### src/rtl/cac_pkg.sv
package cac_pkg;
    // Register indices on the plain register port
    localparam logic [7:0] ADDR_COUNT_LOW = 8'h00;
    localparam logic [7:0] ADDR_COUNT_HIGH = 8'h01;
    localparam logic [7:0] ADDR_ARRAY_MODE = 8'h02;
    localparam logic [7:0] ADDR_ARRAY_CTRL = 8'h03;
    localparam logic [7:0] ADDR_MODULE_MODE0 = 8'h04;
    localparam logic [7:0] ADDR_COMPARE_LOW0 = 8'h08;
    localparam logic [7:0] ADDR_COMPARE_HIGH0 = 8'h09;
    localparam logic [7:0] ADDR_COMPARE_STEP = 8'h02;

    // Array mode register fields
    localparam int MODE_IDLE_SUSPEND = 7;
    localparam int MODE_WATCHDOG = 6;
    localparam int MODE_TB_LSB = 1;
    localparam int MODE_OVF_IRQ_EN = 0;

    // Array control register fields
    localparam int CTRL_OVF_FLAG = 7;
    localparam int CTRL_RUN = 6;

    // Module mode register fields
    localparam int MM_WIDE_PWM = 7;
    localparam int MM_CMP_EN = 6;
    localparam int MM_CAP_RISE = 5;
    localparam int MM_CAP_FALL = 4;
    localparam int MM_MATCH = 3;
    localparam int MM_TOGGLE = 2;
    localparam int MM_PWM = 1;
    localparam int MM_IRQ_EN = 0;

    // Values after reset
    localparam logic [2:0] TIMEBASE_RESET = 3'h0;
    localparam logic WATCHDOG_RESET = 1'b1;
    localparam logic [7:0] MODULE_MODE_RESET = 8'h00;

    // Timebase select codes
    localparam logic [2:0] TB_DIV12 = 3'h0;
    localparam logic [2:0] TB_DIV4 = 3'h1;
    localparam logic [2:0] TB_TIMER0 = 3'h2;
    localparam logic [2:0] TB_EXT_FALL = 3'h3;
    localparam logic [2:0] TB_SYSCLK = 3'h4;
    localparam logic [2:0] TB_OSC_DIV8 = 3'h5;

    // Divider counts in system clock cycles or oscillator edges
    localparam logic [3:0] DIV12_LAST = 4'hb;
    localparam logic [1:0] DIV4_LAST = 2'h3;
    localparam logic [2:0] DIV8_LAST = 3'h7;

    localparam int NUM_MODULES = 3;
    localparam int WATCHDOG_MODULE = 2;

    // Decoded operating mode of one module
    typedef enum logic [2:0] {
        CAC_OFF, CAC_CAPTURE, CAC_SW_TIMER, CAC_HS_OUT, CAC_FREQ_OUT, CAC_PWM8, CAC_PWM16
    } cac_mode_t;
endpackage

### src/rtl/cac_counter_array.sv
// Design decisions made here: the plain strobed port and the placing of the registers.
`timescale 1ns/1ns
// What this block does
// - Sixteen bit counter, two bytes, counts timebase ticks
// - Low byte read snapshots high byte
// - Reads never disturb counting
// - Three bit timebase select picks source
// - Oscillator divided by eight, synchronised, slower
// - Wrap to zero sets overflow flag
// - Overflow request needs three enables set
// - Overflow flag cleared only by software
// - Idle suspend pauses counting during idle
// - Three modules with compare, mode, line
// - Capture edge chosen by rise/fall bits
// - Mode bits decode timer, output, PWM
// - Capture copies full count into register
// - Capture sets module event flag
// - Software timer match sets event flag
// - Module request needs three enables set
// - Event flags cleared only by software
// - Low write clears, high write sets comparator
// - Module two starts as watchdog
// - Watchdog forces run, blocks certain writes
module cac_counter_array (
    input wire logic CLK_I,
    input wire logic RESETN_I,
    input wire logic [7:0] ADDR_I,
    input wire logic [7:0] WDATA_I,
    input wire logic WR_I,
    input wire logic RD_I,
    output logic [7:0] RDATA_O,
    input wire logic TIMER0_OVF_I,
    input wire logic EXT_COUNT_I,
    input wire logic EXT_OSC_I,
    input wire logic CPU_IDLE_I,
    input wire logic GLOBAL_IRQ_EN_I,
    input wire logic ARRAY_IRQ_EN_I,
    output logic IRQ_O,
    input wire logic [2:0] MODULE_IO_I,
    output logic [2:0] MODULE_IO_O,
    output logic [2:0] MODULE_IO_OE_O
);
    logic [15:0] count;
    logic [7:0] snapshot;
    logic [2:0] timebase_select;
    logic idle_suspend;
    logic watchdog_function;
    logic overflow_irq_enable;
    logic run;
    logic counter_overflow_flag;
    logic [3:0] div_cnt;
    logic [2:0] osc_cnt;
    logic ext_s1, ext_s2, ext_prev;
    logic osc_s1, osc_s2, osc_prev;
    logic [2:0] io_s1, io_s2, io_prev;
    logic tick;
    logic counting;
    logic advanced;
    logic [7:0] mode_reg [3];
    logic [15:0] cmp_reg [3];
    logic event_flag [3];
    cac_pkg::cac_mode_t mode_eff [3];
    logic [2:0] rise, fall, capture, match;
    logic any_event_irq;

    // Mode decode shared by all modules
    function automatic cac_pkg::cac_mode_t decode(input logic [7:0] m);
        cac_pkg::cac_mode_t r;
        r = cac_pkg::CAC_OFF;
        if (!m[cac_pkg::MM_MATCH] && !m[cac_pkg::MM_TOGGLE] && !m[cac_pkg::MM_PWM]) begin
            if (m[cac_pkg::MM_CAP_RISE] || m[cac_pkg::MM_CAP_FALL]) begin
                r = cac_pkg::CAC_CAPTURE;
            end
        end else if (m[cac_pkg::MM_CMP_EN] && m[cac_pkg::MM_PWM] && m[cac_pkg::MM_TOGGLE]) begin
            r = cac_pkg::CAC_FREQ_OUT;
        end else if (m[cac_pkg::MM_CMP_EN] && m[cac_pkg::MM_PWM]) begin
            r = m[cac_pkg::MM_WIDE_PWM] ? cac_pkg::CAC_PWM16 : cac_pkg::CAC_PWM8;
        end else if (m[cac_pkg::MM_CMP_EN] && m[cac_pkg::MM_MATCH] && m[cac_pkg::MM_TOGGLE]) begin
            r = cac_pkg::CAC_HS_OUT;
        end else if (m[cac_pkg::MM_CMP_EN] && m[cac_pkg::MM_MATCH]) begin
            r = cac_pkg::CAC_SW_TIMER;
        end
        return r;
    endfunction

    // Pin synchronisers; only the second stage feeds edge logic
    always_ff @(posedge CLK_I or negedge RESETN_I) begin
        if (!RESETN_I) begin
            ext_s1 <= 1'b1;
            ext_s2 <= 1'b1;
            ext_prev <= 1'b1;
            osc_s1 <= 1'b0;
            osc_s2 <= 1'b0;
            osc_prev <= 1'b0;
            io_s1 <= 3'h0;
            io_s2 <= 3'h0;
            io_prev <= 3'h0;
        end else begin
            ext_s1 <= EXT_COUNT_I;
            ext_s2 <= ext_s1;
            ext_prev <= ext_s2;
            osc_s1 <= EXT_OSC_I;
            osc_s2 <= osc_s1;
            osc_prev <= osc_s2;
            io_s1 <= MODULE_IO_I;
            io_s2 <= io_s1;
            io_prev <= io_s2;
        end
    end

    // One free divider serves both /12 and /4, so both stay in step
    always_ff @(posedge CLK_I or negedge RESETN_I) begin
        if (!RESETN_I) begin
            div_cnt <= 4'h0;
        end else if (div_cnt == cac_pkg::DIV12_LAST) begin
            div_cnt <= 4'h0;
        end else begin
            div_cnt <= div_cnt + 4'h1;
        end
    end

    // Oscillator edges divided by eight in the system domain
    always_ff @(posedge CLK_I or negedge RESETN_I) begin
        if (!RESETN_I) begin
            osc_cnt <= 3'h0;
        end else if (osc_s2 && !osc_prev) begin
            osc_cnt <= osc_cnt + 3'h1;
        end
    end

    // Timebase selection; unused codes give no ticks
    always_comb begin
        unique case (timebase_select)
            cac_pkg::TB_DIV12: tick = (div_cnt == cac_pkg::DIV12_LAST);
            cac_pkg::TB_DIV4: tick = (div_cnt[1:0] == cac_pkg::DIV4_LAST);
            cac_pkg::TB_TIMER0: tick = TIMER0_OVF_I;
            cac_pkg::TB_EXT_FALL: tick = ext_prev && !ext_s2;
            cac_pkg::TB_SYSCLK: tick = 1'b1;
            cac_pkg::TB_OSC_DIV8: tick = osc_s2 && !osc_prev && (osc_cnt == cac_pkg::DIV8_LAST);
            default: tick = 1'b0;
        endcase
    end

    // Watchdog forces the counter on; idle suspend still pauses it with or without the watchdog
    assign counting = (run || watchdog_function) && !(idle_suspend && CPU_IDLE_I) && tick;

    // Counter: reads never touch it, writes blocked under watchdog
    always_ff @(posedge CLK_I or negedge RESETN_I) begin
        if (!RESETN_I) begin
            count <= 16'h0000;
        end else if (WR_I && !watchdog_function && ADDR_I == cac_pkg::ADDR_COUNT_LOW) begin
            count <= {count[15:8], WDATA_I};
        end else if (WR_I && !watchdog_function && ADDR_I == cac_pkg::ADDR_COUNT_HIGH) begin
            count <= {WDATA_I, count[7:0]};
        end else if (counting) begin
            count <= count + 16'h0001;
        end
    end

    // Marks the cycle after an advance, when the new count is compared
    always_ff @(posedge CLK_I or negedge RESETN_I) begin
        if (!RESETN_I) begin
            advanced <= 1'b0;
        end else begin
            advanced <= counting;
        end
    end

    // Snapshot of the high byte taken on a low byte read
    always_ff @(posedge CLK_I or negedge RESETN_I) begin
        if (!RESETN_I) begin
            snapshot <= 8'h00;
        end else if (RD_I && ADDR_I == cac_pkg::ADDR_COUNT_LOW) begin
            snapshot <= count[15:8];
        end
    end

    // Array mode register; timebase and idle bits frozen under watchdog
    always_ff @(posedge CLK_I or negedge RESETN_I) begin
        if (!RESETN_I) begin
            timebase_select <= cac_pkg::TIMEBASE_RESET;
            idle_suspend <= 1'b0;
            watchdog_function <= cac_pkg::WATCHDOG_RESET;
            overflow_irq_enable <= 1'b0;
        end else if (WR_I && ADDR_I == cac_pkg::ADDR_ARRAY_MODE) begin
            if (!watchdog_function) begin
                timebase_select <= WDATA_I[cac_pkg::MODE_TB_LSB +: 3];
                idle_suspend <= WDATA_I[cac_pkg::MODE_IDLE_SUSPEND];
            end
            watchdog_function <= WDATA_I[cac_pkg::MODE_WATCHDOG];
            overflow_irq_enable <= WDATA_I[cac_pkg::MODE_OVF_IRQ_EN];
        end
    end

    // Run bit and overflow flag; a wrap in the clearing cycle still sets it
    always_ff @(posedge CLK_I or negedge RESETN_I) begin
        if (!RESETN_I) begin
            run <= 1'b0;
            counter_overflow_flag <= 1'b0;
        end else begin
            if (WR_I && ADDR_I == cac_pkg::ADDR_ARRAY_CTRL) begin
                run <= WDATA_I[cac_pkg::CTRL_RUN];
            end
            if (counting && count == 16'hffff) begin
                counter_overflow_flag <= 1'b1;
            end else if (WR_I && ADDR_I == cac_pkg::ADDR_ARRAY_CTRL) begin
                counter_overflow_flag <= WDATA_I[cac_pkg::CTRL_OVF_FLAG];
            end
        end
    end

    // Capture/compare modules, one per generate entry
    for (genvar i = 0; i < cac_pkg::NUM_MODULES; i++) begin : g_mod
        localparam logic [7:0] LOW_ADDR = cac_pkg::ADDR_COMPARE_LOW0 + 8'(i) * cac_pkg::ADDR_COMPARE_STEP;
        localparam logic [7:0] HIGH_ADDR = cac_pkg::ADDR_COMPARE_HIGH0 + 8'(i) * cac_pkg::ADDR_COMPARE_STEP;
        localparam logic [7:0] MODE_ADDR = cac_pkg::ADDR_MODULE_MODE0 + 8'(i);
        logic mode_locked;

        assign mode_locked = watchdog_function && (i == cac_pkg::WATCHDOG_MODULE);
        assign mode_eff[i] = decode(mode_reg[i]);
        assign rise[i] = io_s2[i] && !io_prev[i];
        assign fall[i] = !io_s2[i] && io_prev[i];
        assign capture[i] = (mode_eff[i] == cac_pkg::CAC_CAPTURE) &&
            ((mode_reg[i][cac_pkg::MM_CAP_RISE] && rise[i]) || (mode_reg[i][cac_pkg::MM_CAP_FALL] && fall[i]));
        assign match[i] = advanced && (count == cmp_reg[i]) &&
            (mode_eff[i] == cac_pkg::CAC_SW_TIMER || mode_eff[i] == cac_pkg::CAC_HS_OUT);

        // Mode register; byte writes steer the comparator enable
        always_ff @(posedge CLK_I or negedge RESETN_I) begin
            if (!RESETN_I) begin
                mode_reg[i] <= cac_pkg::MODULE_MODE_RESET;
            end else if (WR_I && ADDR_I == MODE_ADDR && !mode_locked) begin
                mode_reg[i] <= WDATA_I;
            end else if (WR_I && ADDR_I == LOW_ADDR) begin
                mode_reg[i][cac_pkg::MM_CMP_EN] <= 1'b0;
            end else if (WR_I && ADDR_I == HIGH_ADDR) begin
                mode_reg[i][cac_pkg::MM_CMP_EN] <= 1'b1;
            end
        end

        // Capture overrides a software byte write in the same cycle
        always_ff @(posedge CLK_I or negedge RESETN_I) begin
            if (!RESETN_I) begin
                cmp_reg[i] <= 16'h0000;
            end else if (capture[i]) begin
                cmp_reg[i] <= count;
            end else if (WR_I && ADDR_I == LOW_ADDR) begin
                cmp_reg[i] <= {cmp_reg[i][15:8], WDATA_I};
            end else if (WR_I && ADDR_I == HIGH_ADDR) begin
                cmp_reg[i] <= {WDATA_I, cmp_reg[i][7:0]};
            end
        end

        // Event flag; hardware set beats a software clear
        always_ff @(posedge CLK_I or negedge RESETN_I) begin
            if (!RESETN_I) begin
                event_flag[i] <= 1'b0;
            end else if (capture[i] || match[i]) begin
                event_flag[i] <= 1'b1;
            end else if (WR_I && ADDR_I == cac_pkg::ADDR_ARRAY_CTRL) begin
                event_flag[i] <= WDATA_I[i];
            end
        end

        // Line output: toggles on match in high-speed output mode only
        always_ff @(posedge CLK_I or negedge RESETN_I) begin
            if (!RESETN_I) begin
                MODULE_IO_O[i] <= 1'b0;
                MODULE_IO_OE_O[i] <= 1'b0;
            end else begin
                MODULE_IO_OE_O[i] <= (mode_eff[i] != cac_pkg::CAC_CAPTURE) && (mode_eff[i] != cac_pkg::CAC_OFF);
                if (match[i] && mode_eff[i] == cac_pkg::CAC_HS_OUT) begin
                    MODULE_IO_O[i] <= !MODULE_IO_O[i];
                end
            end
        end
    end

    assign any_event_irq = (event_flag[0] && mode_reg[0][cac_pkg::MM_IRQ_EN]) ||
        (event_flag[1] && mode_reg[1][cac_pkg::MM_IRQ_EN]) ||
        (event_flag[2] && mode_reg[2][cac_pkg::MM_IRQ_EN]);

    // Interrupt request, gated by both system enables
    always_ff @(posedge CLK_I or negedge RESETN_I) begin
        if (!RESETN_I) begin
            IRQ_O <= 1'b0;
        end else begin
            IRQ_O <= GLOBAL_IRQ_EN_I && ARRAY_IRQ_EN_I &&
                ((counter_overflow_flag && overflow_irq_enable) || any_event_irq);
        end
    end

    // Read data one cycle after the strobe, zero otherwise
    always_ff @(posedge CLK_I or negedge RESETN_I) begin
        if (!RESETN_I) begin
            RDATA_O <= 8'h00;
        end else if (!RD_I) begin
            RDATA_O <= 8'h00;
        end else begin
            unique case (ADDR_I)
                cac_pkg::ADDR_COUNT_LOW: RDATA_O <= count[7:0];
                cac_pkg::ADDR_COUNT_HIGH: RDATA_O <= snapshot;
                cac_pkg::ADDR_ARRAY_MODE: RDATA_O <= {idle_suspend, watchdog_function, 2'h0,
                    timebase_select, overflow_irq_enable};
                cac_pkg::ADDR_ARRAY_CTRL: RDATA_O <= {counter_overflow_flag, run, 3'h0,
                    event_flag[2], event_flag[1], event_flag[0]};
                8'h04: RDATA_O <= mode_reg[0];
                8'h05: RDATA_O <= mode_reg[1];
                8'h06: RDATA_O <= mode_reg[2];
                8'h08: RDATA_O <= cmp_reg[0][7:0];
                8'h09: RDATA_O <= cmp_reg[0][15:8];
                8'h0a: RDATA_O <= cmp_reg[1][7:0];
                8'h0b: RDATA_O <= cmp_reg[1][15:8];
                8'h0c: RDATA_O <= cmp_reg[2][7:0];
                8'h0d: RDATA_O <= cmp_reg[2][15:8];
                default: RDATA_O <= 8'h00;
            endcase
        end
    end
endmodule // cac_counter_array

### config.mk
export PLATFORM = sky130hd
export DESIGN_NAME = cac_counter_array
export DESIGN_NICKNAME = d
export VERILOG_FILES = /design/src/rtl/cac_pkg.sv /design/src/rtl/cac_counter_array.sv
export SDC_FILE = /design/constraint.sdc
export NUM_CORES = 1
export LEC_CHECK = 0
export BUFFER_PORTS_ARGS = -buffer_cell sky130_fd_sc_hd__buf_2
export CORE_ASPECT_RATIO = 0.9
export CORE_MARGIN = 2
export CORE_UTILIZATION = 50
export DETAILED_ROUTE_END_ITERATION = 7
export GPL_TIMING_DRIVEN = 0
export PLACE_DENSITY = 0.67
export REMOVE_ABC_BUFFERS = 1
export SLEW_MARGIN = 20
export SYNTH_ARGS = -nofsm -noshare
export SYNTH_HDL_FRONTEND = slang
export SYNTH_SLANG_ARGS = --single-unit
### constraint.sdc
create_clock -name CLK_I -period 2.5 [get_ports CLK_I]
set_input_delay 0.125 -clock CLK_I [delete_from_list [all_inputs] [get_ports CLK_I]]
set_output_delay 0.125 -clock CLK_I [all_outputs]
set_load 0.02 [all_outputs]
* Word level (Yosys, flattened, before mapping)
Cells that the tools add are included.
** Operators by class
- $add $sub $neg :: 3
- Equal/unequal tests :: 40
- Muxes and demuxes :: 54
- Bitwise logic cells :: 2
- Reduce and logical (&&, ||, !) cells :: 138
** Operator list (count)
- two-way mux 16 bit :: 11
- case mux 8 bit (13 select lines) :: 1
- logical AND 1 bit :: 74
- equality test 16 bit :: 3
- equality test 8 x 4 -> 1 bit, second input constant :: 6
- two-way mux 3 bit :: 9
- equality test 3 x 2 -> 1 bit, second input constant :: 8
- equality test 8 x 3 -> 1 bit, second input constant :: 3
- nonzero test 2 bit :: 12
- logical NOT 1 bit :: 22
- two-way mux 1 bit :: 20
- two-way mux 2 bit :: 9
- nonzero test 3 bit :: 6
- adder 16 x 1 -> 16 bit, second input constant :: 1
- equality test 16 bit, second input constant :: 1
- equality test 8 x 2 -> 1 bit, second input constant :: 2
- logical OR 1 bit :: 16
- two-way mux 8 bit :: 2
- equality test 3 x 1 -> 1 bit, second input constant :: 4
- AND reduction 2 bit :: 6
- equality test 3 bit, second input constant :: 3
- != test 3 x 1 -> 1 bit, second input constant :: 3
- equality test 8 x 1 -> 1 bit, second input constant :: 1
- logical NOT 8 bit :: 1
- other kinds (9) :: 13
** Storage, ports and cells
- Register bits after elaboration :: 145
- Input port bits :: 29
- Output and inout port bits :: 15
- Logic and storage cells :: 281

* Longest topological paths before layout
Gate-level depths: netlist (run 1).
- Depth after elaboration :: 11
- Depth in mapped cells :: 9
- Mapped depth without buffers :: 8

* Least setup slack after synthesis (run 1)
No wires, ideal clock.
- Path kind :: flip-flop to flip-flop
- From :: register osc_cnt[0]
- To :: register count[14]
- Setup time :: 0.126 ns
- Arrival :: 1.990 ns
- Required time :: 2.374 ns
- Path slack :: 0.384 ns
- Cell stages (with the launch flop) :: 9
- Buffers on the path :: 0
- Period minus slack after synthesis :: 2.116 ns
- Cell sequence :: dfrtp_1 -> ha_1 -> ha_1 -> nand3b_1 -> a31oi_1 -> nand2_1 -> or4_4 -> a21o_1 -> a221o_1
** On the way
- Word-level cells in the longest chain between the ends :: 6
** RTL lines
- from (decl) :: RTL line cac_counter_array.sv:52 : logic [2:0] osc_cnt;
- from (signal assigned) :: RTL line cac_counter_array.sv:127 : osc_cnt <= osc_cnt + 3'h1;
- equality test 3 bit :: RTL line cac_counter_array.sv:139 : cac_pkg::TB_OSC_DIV8: tick = osc_s2 && !osc_prev && (osc_cnt == cac_pkg::DIV8_LAST);
- logical AND 1 bit :: RTL line cac_counter_array.sv:139
- case mux 1 bit (6 select lines) :: RTL line cac_counter_array.sv:133 : unique case (timebase_select)
- logical AND 1 bit :: RTL line cac_counter_array.sv:145 : assign counting = (run || watchdog_function) && !(idle_suspend && CPU_IDLE_I) && tick;
- nonzero test 2 bit (no line)
- AND reduction 2 bit (no line)
- to (signal assigned) :: RTL line cac_counter_array.sv:152 : count <= {count[15:8], WDATA_I};
- to (signal assigned) :: RTL line cac_counter_array.sv:154 : count <= {WDATA_I, count[7:0]};
- to (signal assigned) :: RTL line cac_counter_array.sv:156 : count <= count + 16'h0001;
- to (decl) :: RTL line cac_counter_array.sv:43 : logic [15:0] count;
No other way between the ends.
A chain may end at the register's enable or synchronous reset.

* Worst setup path in the final report (run 1)
- From :: input ADDR_I[7]
- To :: register cmp_reg[17] (netlist name)
** On the way
- Word-level cells in the longest chain between the ends :: 4
- Elaborated cells between the ends (all ways) :: 5
- Those cells by class :: 1 x eq/ne; 2 x mux; 2 x reduce/logical
** RTL lines
- from (decl) :: RTL line cac_counter_array.sv:27 : input wire logic [7:0] ADDR_I,
- equality test 8 x 4 -> 1 bit (*) :: RTL line cac_counter_array.sv:247 : end else if (WR_I && ADDR_I == LOW_ADDR) begin
- logical AND 1 bit (*) :: RTL line cac_counter_array.sv:247
- two-way mux 16 bit :: RTL line cac_counter_array.sv:247
- two-way mux 16 bit :: RTL line cac_counter_array.sv:245 : end else if (capture[i]) begin
- to (signal, indexed assignment) :: RTL line cac_counter_array.sv:246 : cmp_reg[i] <= count;
- to (signal, indexed assignment) :: RTL line cac_counter_array.sv:248 : cmp_reg[i] <= {cmp_reg[i][15:8], WDATA_I};
- to (signal, indexed assignment) :: RTL line cac_counter_array.sv:250 : cmp_reg[i] <= {WDATA_I, cmp_reg[i][7:0]};
- to (decl) :: RTL line cac_counter_array.sv:60 : logic [15:0] cmp_reg [3];
Every way passes the cells marked *; elsewhere a longest branch is shown, timed or not. The select of a mux whose other input is x is not followed.

==> impl_metrics.env, run 1 <==
export IMPL_place_congestion=0.988
export IMPL_yosysWarnings=0
export IMPL_cp_required_ns=2.77
export IMPL_grt_pass1_vias=6390
export IMPL_cts_htree_levels=4
export IMPL_clock_latency_ns=0.43
export IMPL_rsz0062_at_grt="no"
export IMPL_synth_cells=808
export IMPL_cts_inserted_buffers=17
export IMPL_synth_area_top_cells="dfrtp_1 44%, mux2i_1 7.2%, mux2_2 5.8%"
export IMPL_synth_area_per_cell_um2=10.0
export IMPL_final_min_clock_period_ns=2.41
export IMPL_grt_overflow=0
export IMPL_max_slew_margin_pct=29.1
export IMPL_whs_path_depth=3
export IMPL_fill_cells=1397
export IMPL_leakage_nw=3.85
export IMPL_setup_tns_final_ns=0
export IMPL_area_delta_synth_final_pct=12.6
export IMPL_yosys_cell_count_top_type="dfrtp_1"
export IMPL_path_max_fanout=13
export IMPL_synthFlopType="dfrtp_1"
export IMPL_path_class="in2reg"
export IMPL_worst_clock_skew_ns=0.00656
export IMPL_portBuffers=43
export IMPL_worstHoldStart="WDATA_I[6]"
export IMPL_dieArea_mm2=0.0172
export IMPL_first_pass_iters=5
export IMPL_maxCapViolCount=0
export IMPL_crit_arrival_ns=2.68
export IMPL_hold_viol=0
export IMPL_cts_buffer_depth=2
export IMPL_path_clk_slew_ns=0.06
export IMPL_power_density_mw_per_mm2=699
export IMPL_rr_startpoint="count[8]$_DFFE_PN0P_"
export IMPL_fp_row_count=44
export IMPL_fp_dieH_um=125
export IMPL_ys_async_sr_fraction_pct=100
export IMPL_netlist_top_cell_by_area="dfrtp_1"
export IMPL_design_portCount=44
export IMPL_cp_start_kind="input pin"
export IMPL_final_max_slew_violation_count=0
export IMPL_synth_edff_count=0
export IMPL_place_ws_ns=-0.407
export IMPL_rr_worst_depth=6
export IMPL_largest_register_ffs=48
export IMPL_max_freq_mhz=415
export IMPL_worstSetupStartpoint="ADDR_I[7]"
export IMPL_drive_gt1_share_pct=19.3
export IMPL_period_share_pct=96.5
export IMPL_syn_area_mm2=0.00809
export IMPL_cts_root_buf="clkbuf_16"
export IMPL_yosysTopAreaCellShare_pct=43.6
export IMPL_fin_nets=851
export IMPL_outcome="finished, final reports clean"
export IMPL_cts_sinks=145
export IMPL_worstMarginPinSlew_ns=1.06
export IMPL_grtUsageTotal_pct=29.0
export IMPL_drt_wl_total_um=24500
export IMPL_grt_max_degree=84
export IMPL_ant_nets=0
export IMPL_vias=6580
export IMPL_die_x_um=138
export IMPL_drc=0
export IMPL_viasPerCell=6.34
export IMPL_synth_distinct_cells=69
export IMPL_cp_end_kind="flip-flop"
export IMPL_routedWlPerCell_um=23.6
export IMPL_antenna_found_initial=0
export IMPL_yosysSeqAreaShare_pct=44.9
export IMPL_first_iter_violations=642
export IMPL_tritoncts="done"
export IMPL_irDropWorstVdd_mv=0.441
export IMPL_antenna_cells=0
export IMPL_synth_seq_cells=145
export IMPL_layout_setup_ws_ns=0.0878
export IMPL_start_util_pct=50.6
export IMPL_grt_pass1_wl_um=37700
export IMPL_ys_top_cells_by_count="141 x dfrtp_1, 98 x nand2_1, 68 x o21ai_0"
export IMPL_hold_path_class="in2reg"
export IMPL_design_core_area_mm2=0.0160
export IMPL_final_setup_viol_count=0
export IMPL_dp_hpwl_um=16300
[cells by family (layout without fill, tap and decap cells)]
group                    count (synthesis)  count (layout)  share of synthesized area (%)
adder cells (fa/ha/maj)                  4               4                          0.619
multiplexers                           105             105                           14.4
XOR/XNOR                                61              61                           6.61
AND/OR/NAND/NOR                        263             263                           17.7
AO/OA/AOI/OAI                          158             158                           11.6
buffers and inverters                   72              95                           4.04
flip-flops                             145             145                           44.9
[final cells by class]
type	instances	area [um2]	share of cell area [%]
multi-input combinational	591	4190	46.0
inverter	7	26.3	0.289
clock buffer	19	443	4.86
sequential	145	3640	39.9
clock inverter	13	186	2.05
tap	207	259	2.84
timing repair buffer	56	363	3.99
[power by group]
| group | internal (mW) | leakage [nW] | switching (mW) |
|---|---|---|---|
| registers | 2.55 | 1.71 | 0.334 |
| clock network | 1.70 | 0.296 | 1.03 |
| logic | 0.361 | 1.84 | 0.398 |
| total | 4.60 | 3.85 | 1.76 |
[layer usage]
metal	vias to the layer above	share of wire (%)	GRT usage, %
met5	-	0	0
met4	0	4.6	14.0
met3	74	9.3	6.73
met2	336	43	42.5
met1	3253	43	40.7
li1	2917	-	-
[worst max-delay path, cell delays in order]
cell	delay, ns
buf_2	0.12
or4_4	0.63
nor3b_4	0.63
nand3_1	0.71
mux2i_1	0.34
o21ai_0	0.12
[metrics by stage]
step	utilization (%)	area, um2	hold slack (ns)	cells	total power [mW]
final	57.0	9100	0.0695	1038	6.36
after global routing	57.0	9100	0.0804	1038	6.59
after CTS	56.6	9040	0.0480	1034	6.37
after detailed placement	52.0	8300	0.0937	994	3.63
after global placement	51.7	8260	0.231	993	3.58
after floorplan	-	7780	-0.171	743	3.24
[repair_timing]
item	4_1_cts	5_1_grt
hold buffers	8	0
gates resized for setup	5	6
pin swaps	0	3
buffers inserted	0	4
hold endpoints to repair	68	0
setup endpoints to repair	1	14
[final timing paths]
| path | end | slack, ns |
|---|---|---|
| setup / recovery | cmp_reg[17]$_DFFE_PN0P_ | 0.09 |
| hold / removal | mode_reg[6]$_DFFE_PN0P_ | 0.07 |
| setup reg to reg | count[14]$_DFFE_PN0P_ | 0.14 |
| hold reg to reg | osc_s2$_DFF_PN0_ | 0.35 |
| max in group asynchronous | count[6]$_DFFE_PN0P_ | 1.45 |
| min in group asynchronous | io_s2[1]$_DFF_PN0_ | 0.23 |
[layout by cell type (no fill, tap or decap), types with 11 or more instances in the layout]
cell       netlist  layout
nand3_1         19      19
buf_2           15      42
dfrtp_1        141     139
nor3_1          13      13
nor2_1          33      33
o21ai_0         68      68
nand4_1         19      19
mux2_2          42      42
nand2_1         98      97
xnor2_1         52      52
mux2i_1         58      58
clkbuf_16        0      17
a21oi_1         21      21
a22oi_1         11      11
o21ai_1         18      18
No activity file was read; power rests on OpenSTA's default activity.
==> run 2: changes to the inputs <==
SETUP_SLACK_MARGIN = 0.3   (was not set)
==> run 2 against run 1 <==
Clock skew decreased by 0.00094 ns; sequential share of layout area decreased by 0.56 points; wire length increased by 0.77%; setup slack improved by 0.14 ns; non-clock buffer count increased by 10; clock-buffer cell count unchanged; clock power about the same; sequential power about the same; cell area increased by 1.6%; critical endpoint is now count[14]$_DFFE_PN0P_.
==> impl_metrics.env, run 2 (synthesized netlist as in run 1, its figures left out) <==
export IMPL_ant_nets=0
export IMPL_antenna_cells=0
export IMPL_dp_hpwl_um=16300
export IMPL_power_frac_seq_pct=45.1
export IMPL_clkPwrFrac_pct=42.6
export IMPL_largest_register_ffs=48
export IMPL_grt_pass1_vias=6413
export IMPL_max_slew_margin_pct=27.3
export IMPL_cp_required_ns=2.81
export IMPL_cp_end_kind="flip-flop"
export IMPL_place_congestion=0.988
export IMPL_final_min_clock_period_ns=2.27
export IMPL_first_iter_violations=810
export IMPL_start_util_pct=50.6
export IMPL_worstMarginPinSlew_ns=1.09
export IMPL_drc=0
export IMPL_drt_wl_total_um=24700
export IMPL_whs_path_depth=3
export IMPL_grt_overflow=0
export IMPL_hold_end="mode_reg[6]$_DFFE_PN0P_"
export IMPL_rsz0062_at_grt="yes"
export IMPL_combPwrFrac_pct=12.4
export IMPL_cts_htree_levels=4
export IMPL_rr_worst_depth=8
export IMPL_cts_buffer_depth=2
export IMPL_r2r_end="count[14]$_DFFE_PN0P_"
export IMPL_power_density_mw_per_mm2=692
export IMPL_leakage_nw=3.90
export IMPL_antenna_found_initial=0
export IMPL_fill_cells=1379
export IMPL_outcome="finished, final reports clean"
export IMPL_dieArea_mm2=0.0172
export IMPL_tritoncts="done"
export IMPL_cp_start_kind="flip-flop"
export IMPL_layout_setup_ws_ns=0.231
export IMPL_grt_max_degree=84
export IMPL_path_max_fanout=3
export IMPL_die_x_um=138
export IMPL_area_delta_synth_final_pct=14.4
export IMPL_rr_startpoint="osc_cnt[0]$_DFFE_PN0N_"
export IMPL_first_pass_iters=5
export IMPL_portBuffers=43
export IMPL_fp_dieH_um=125
export IMPL_place_area_mm2=0.00830
export IMPL_intPower_mw=4.63
export IMPL_switching_share_pct=27.7
export IMPL_period_share_pct=90.7
export IMPL_viasPerCell=6.37
export IMPL_path_clk_slew_ns=0.06
export IMPL_max_freq_mhz=441
export IMPL_grtUsageTotal_pct=29.0
export IMPL_final_common_cell="dfrtp_1"
export IMPL_hold_path_class="in2reg"
export IMPL_crit_arrival_ns=2.58
export IMPL_path_class="reg2reg"
export IMPL_holdWs_ns=0.0638
export IMPL_final_max_slew_violation_count=0
export IMPL_finalPower_mw=6.40
export IMPL_hold_viol=0
export IMPL_worst_clock_skew_ns=0.00561
export IMPL_fin_nets=861
export IMPL_final_util_pct=58.0
export IMPL_p_sw_mw=1.77
export IMPL_grt_pass1_wl_um=37800
export IMPL_drive_gt1_share_pct=22.1
export IMPL_design_core_area_mm2=0.0160
export IMPL_design_portCount=44
export IMPL_ff2ff_setup_slack_ns=0.23
export IMPL_place_ws_ns=-0.407
export IMPL_clock_latency_ns=0.43
export IMPL_irDropWorstVdd_mv=0.440
export IMPL_fin_area_mm2=0.00925
export IMPL_maxCapViolCount=0
export IMPL_fp_row_count=44
export IMPL_vias=6672
export IMPL_routedWlPerCell_um=23.6
export IMPL_cts_root_buf="clkbuf_16"
export IMPL_cts_inserted_buffers=17
export IMPL_mostFrequentLayoutCells="133 x dfrtp_1, 97 x nand2_1, 68 x o21ai_0"
export IMPL_final_setup_viol_count=0
export IMPL_worstHoldStart="WDATA_I[6]"
export IMPL_cts_sinks=145
==> run 2: layout make-up <==
type	instances	area, um2	share of cell area (%)
inverters	7	26.3	0.284
well taps	207	259	2.80
repair buffers	66	440	4.76
multi-input cells	591	4250	46.0
flip-flops and latches	145	3640	39.4
clock buffers	19	443	4.79
clock inverters	13	186	2.01
==> run 2: per-layer routing <==
metal | up-vias | part of all wire (%) | global-route usage, %
li1 | 2930 | - | -
met1 | 3287 | 42 | 40.4
met2 | 376 | 44 | 42.7
met3 | 79 | 10 | 7.07
met4 | 0 | 4.6 | 13.6
met5 | - | 0 | 0
==> run 2: power by group through the flow <==
stage | Clock, mW | Combinational, mW | Sequential [mW]
after floorplan | 0 | 0.462 | 2.77
after global placement | 0 | 0.691 | 2.89
after detailed placement | 0 | 0.726 | 2.90
after CTS | 2.76 | 0.769 | 2.86
after global routing | 2.86 | 0.867 | 2.90
final | 2.73 | 0.792 | 2.88
==> run 2: critical path: stages (launching register included) <==
cell and delay, ns:
dfrtp_1 0.36, ha_2 0.19, ha_4 0.12, nand3b_1 0.13
a31oi_4 0.30, nand2_4 0.06, or4_4 0.54, a21o_1 0.17
a221o_1 0.28
==> run 2: worst max path at each step <==
stage	startpoint	endpoint	slack, ns	depth (start not counted)
detailed placement	ADDR_I[0]	count[3]$_DFFE_PN0P_	-0.41	7
CTS	timebase_select[1]$_DFFE_PN0P_	count[14]$_DFFE_PN0P_	0.20	6
finish	osc_cnt[0]$_DFFE_PN0N_	count[14]$_DFFE_PN0P_	0.23	8
global placement	ADDR_I[0]	count[3]$_DFFE_PN0P_	-0.80	7
floorplan	osc_cnt[0]$_DFFE_PN0N_	count[14]$_DFFE_PN0P_	0.22	8
global route	osc_cnt[0]$_DFFE_PN0N_	count[14]$_DFFE_PN0P_	0.16	8
==> run 2: repair_timing <==
action | CTS | global route
hold buffers | 8 | 0
cloned | 0 | 0
pin swaps | 3 | 8
setup buffers | 5 | 9
resized for setup | 18 | 15
endpoints found under the hold margin | 68 | 0
setup endpoints to repair | 54 | 27
==> run 2: per-stage QoR <==
stage	TNS, ns	instances
6_report	0	1048
5_1_grt	0	1048
4_1_cts	0	1039
3_5_place_dp	-9.68	994
3_3_place_gp	-126.03	993
2_1_floorplan	0	743
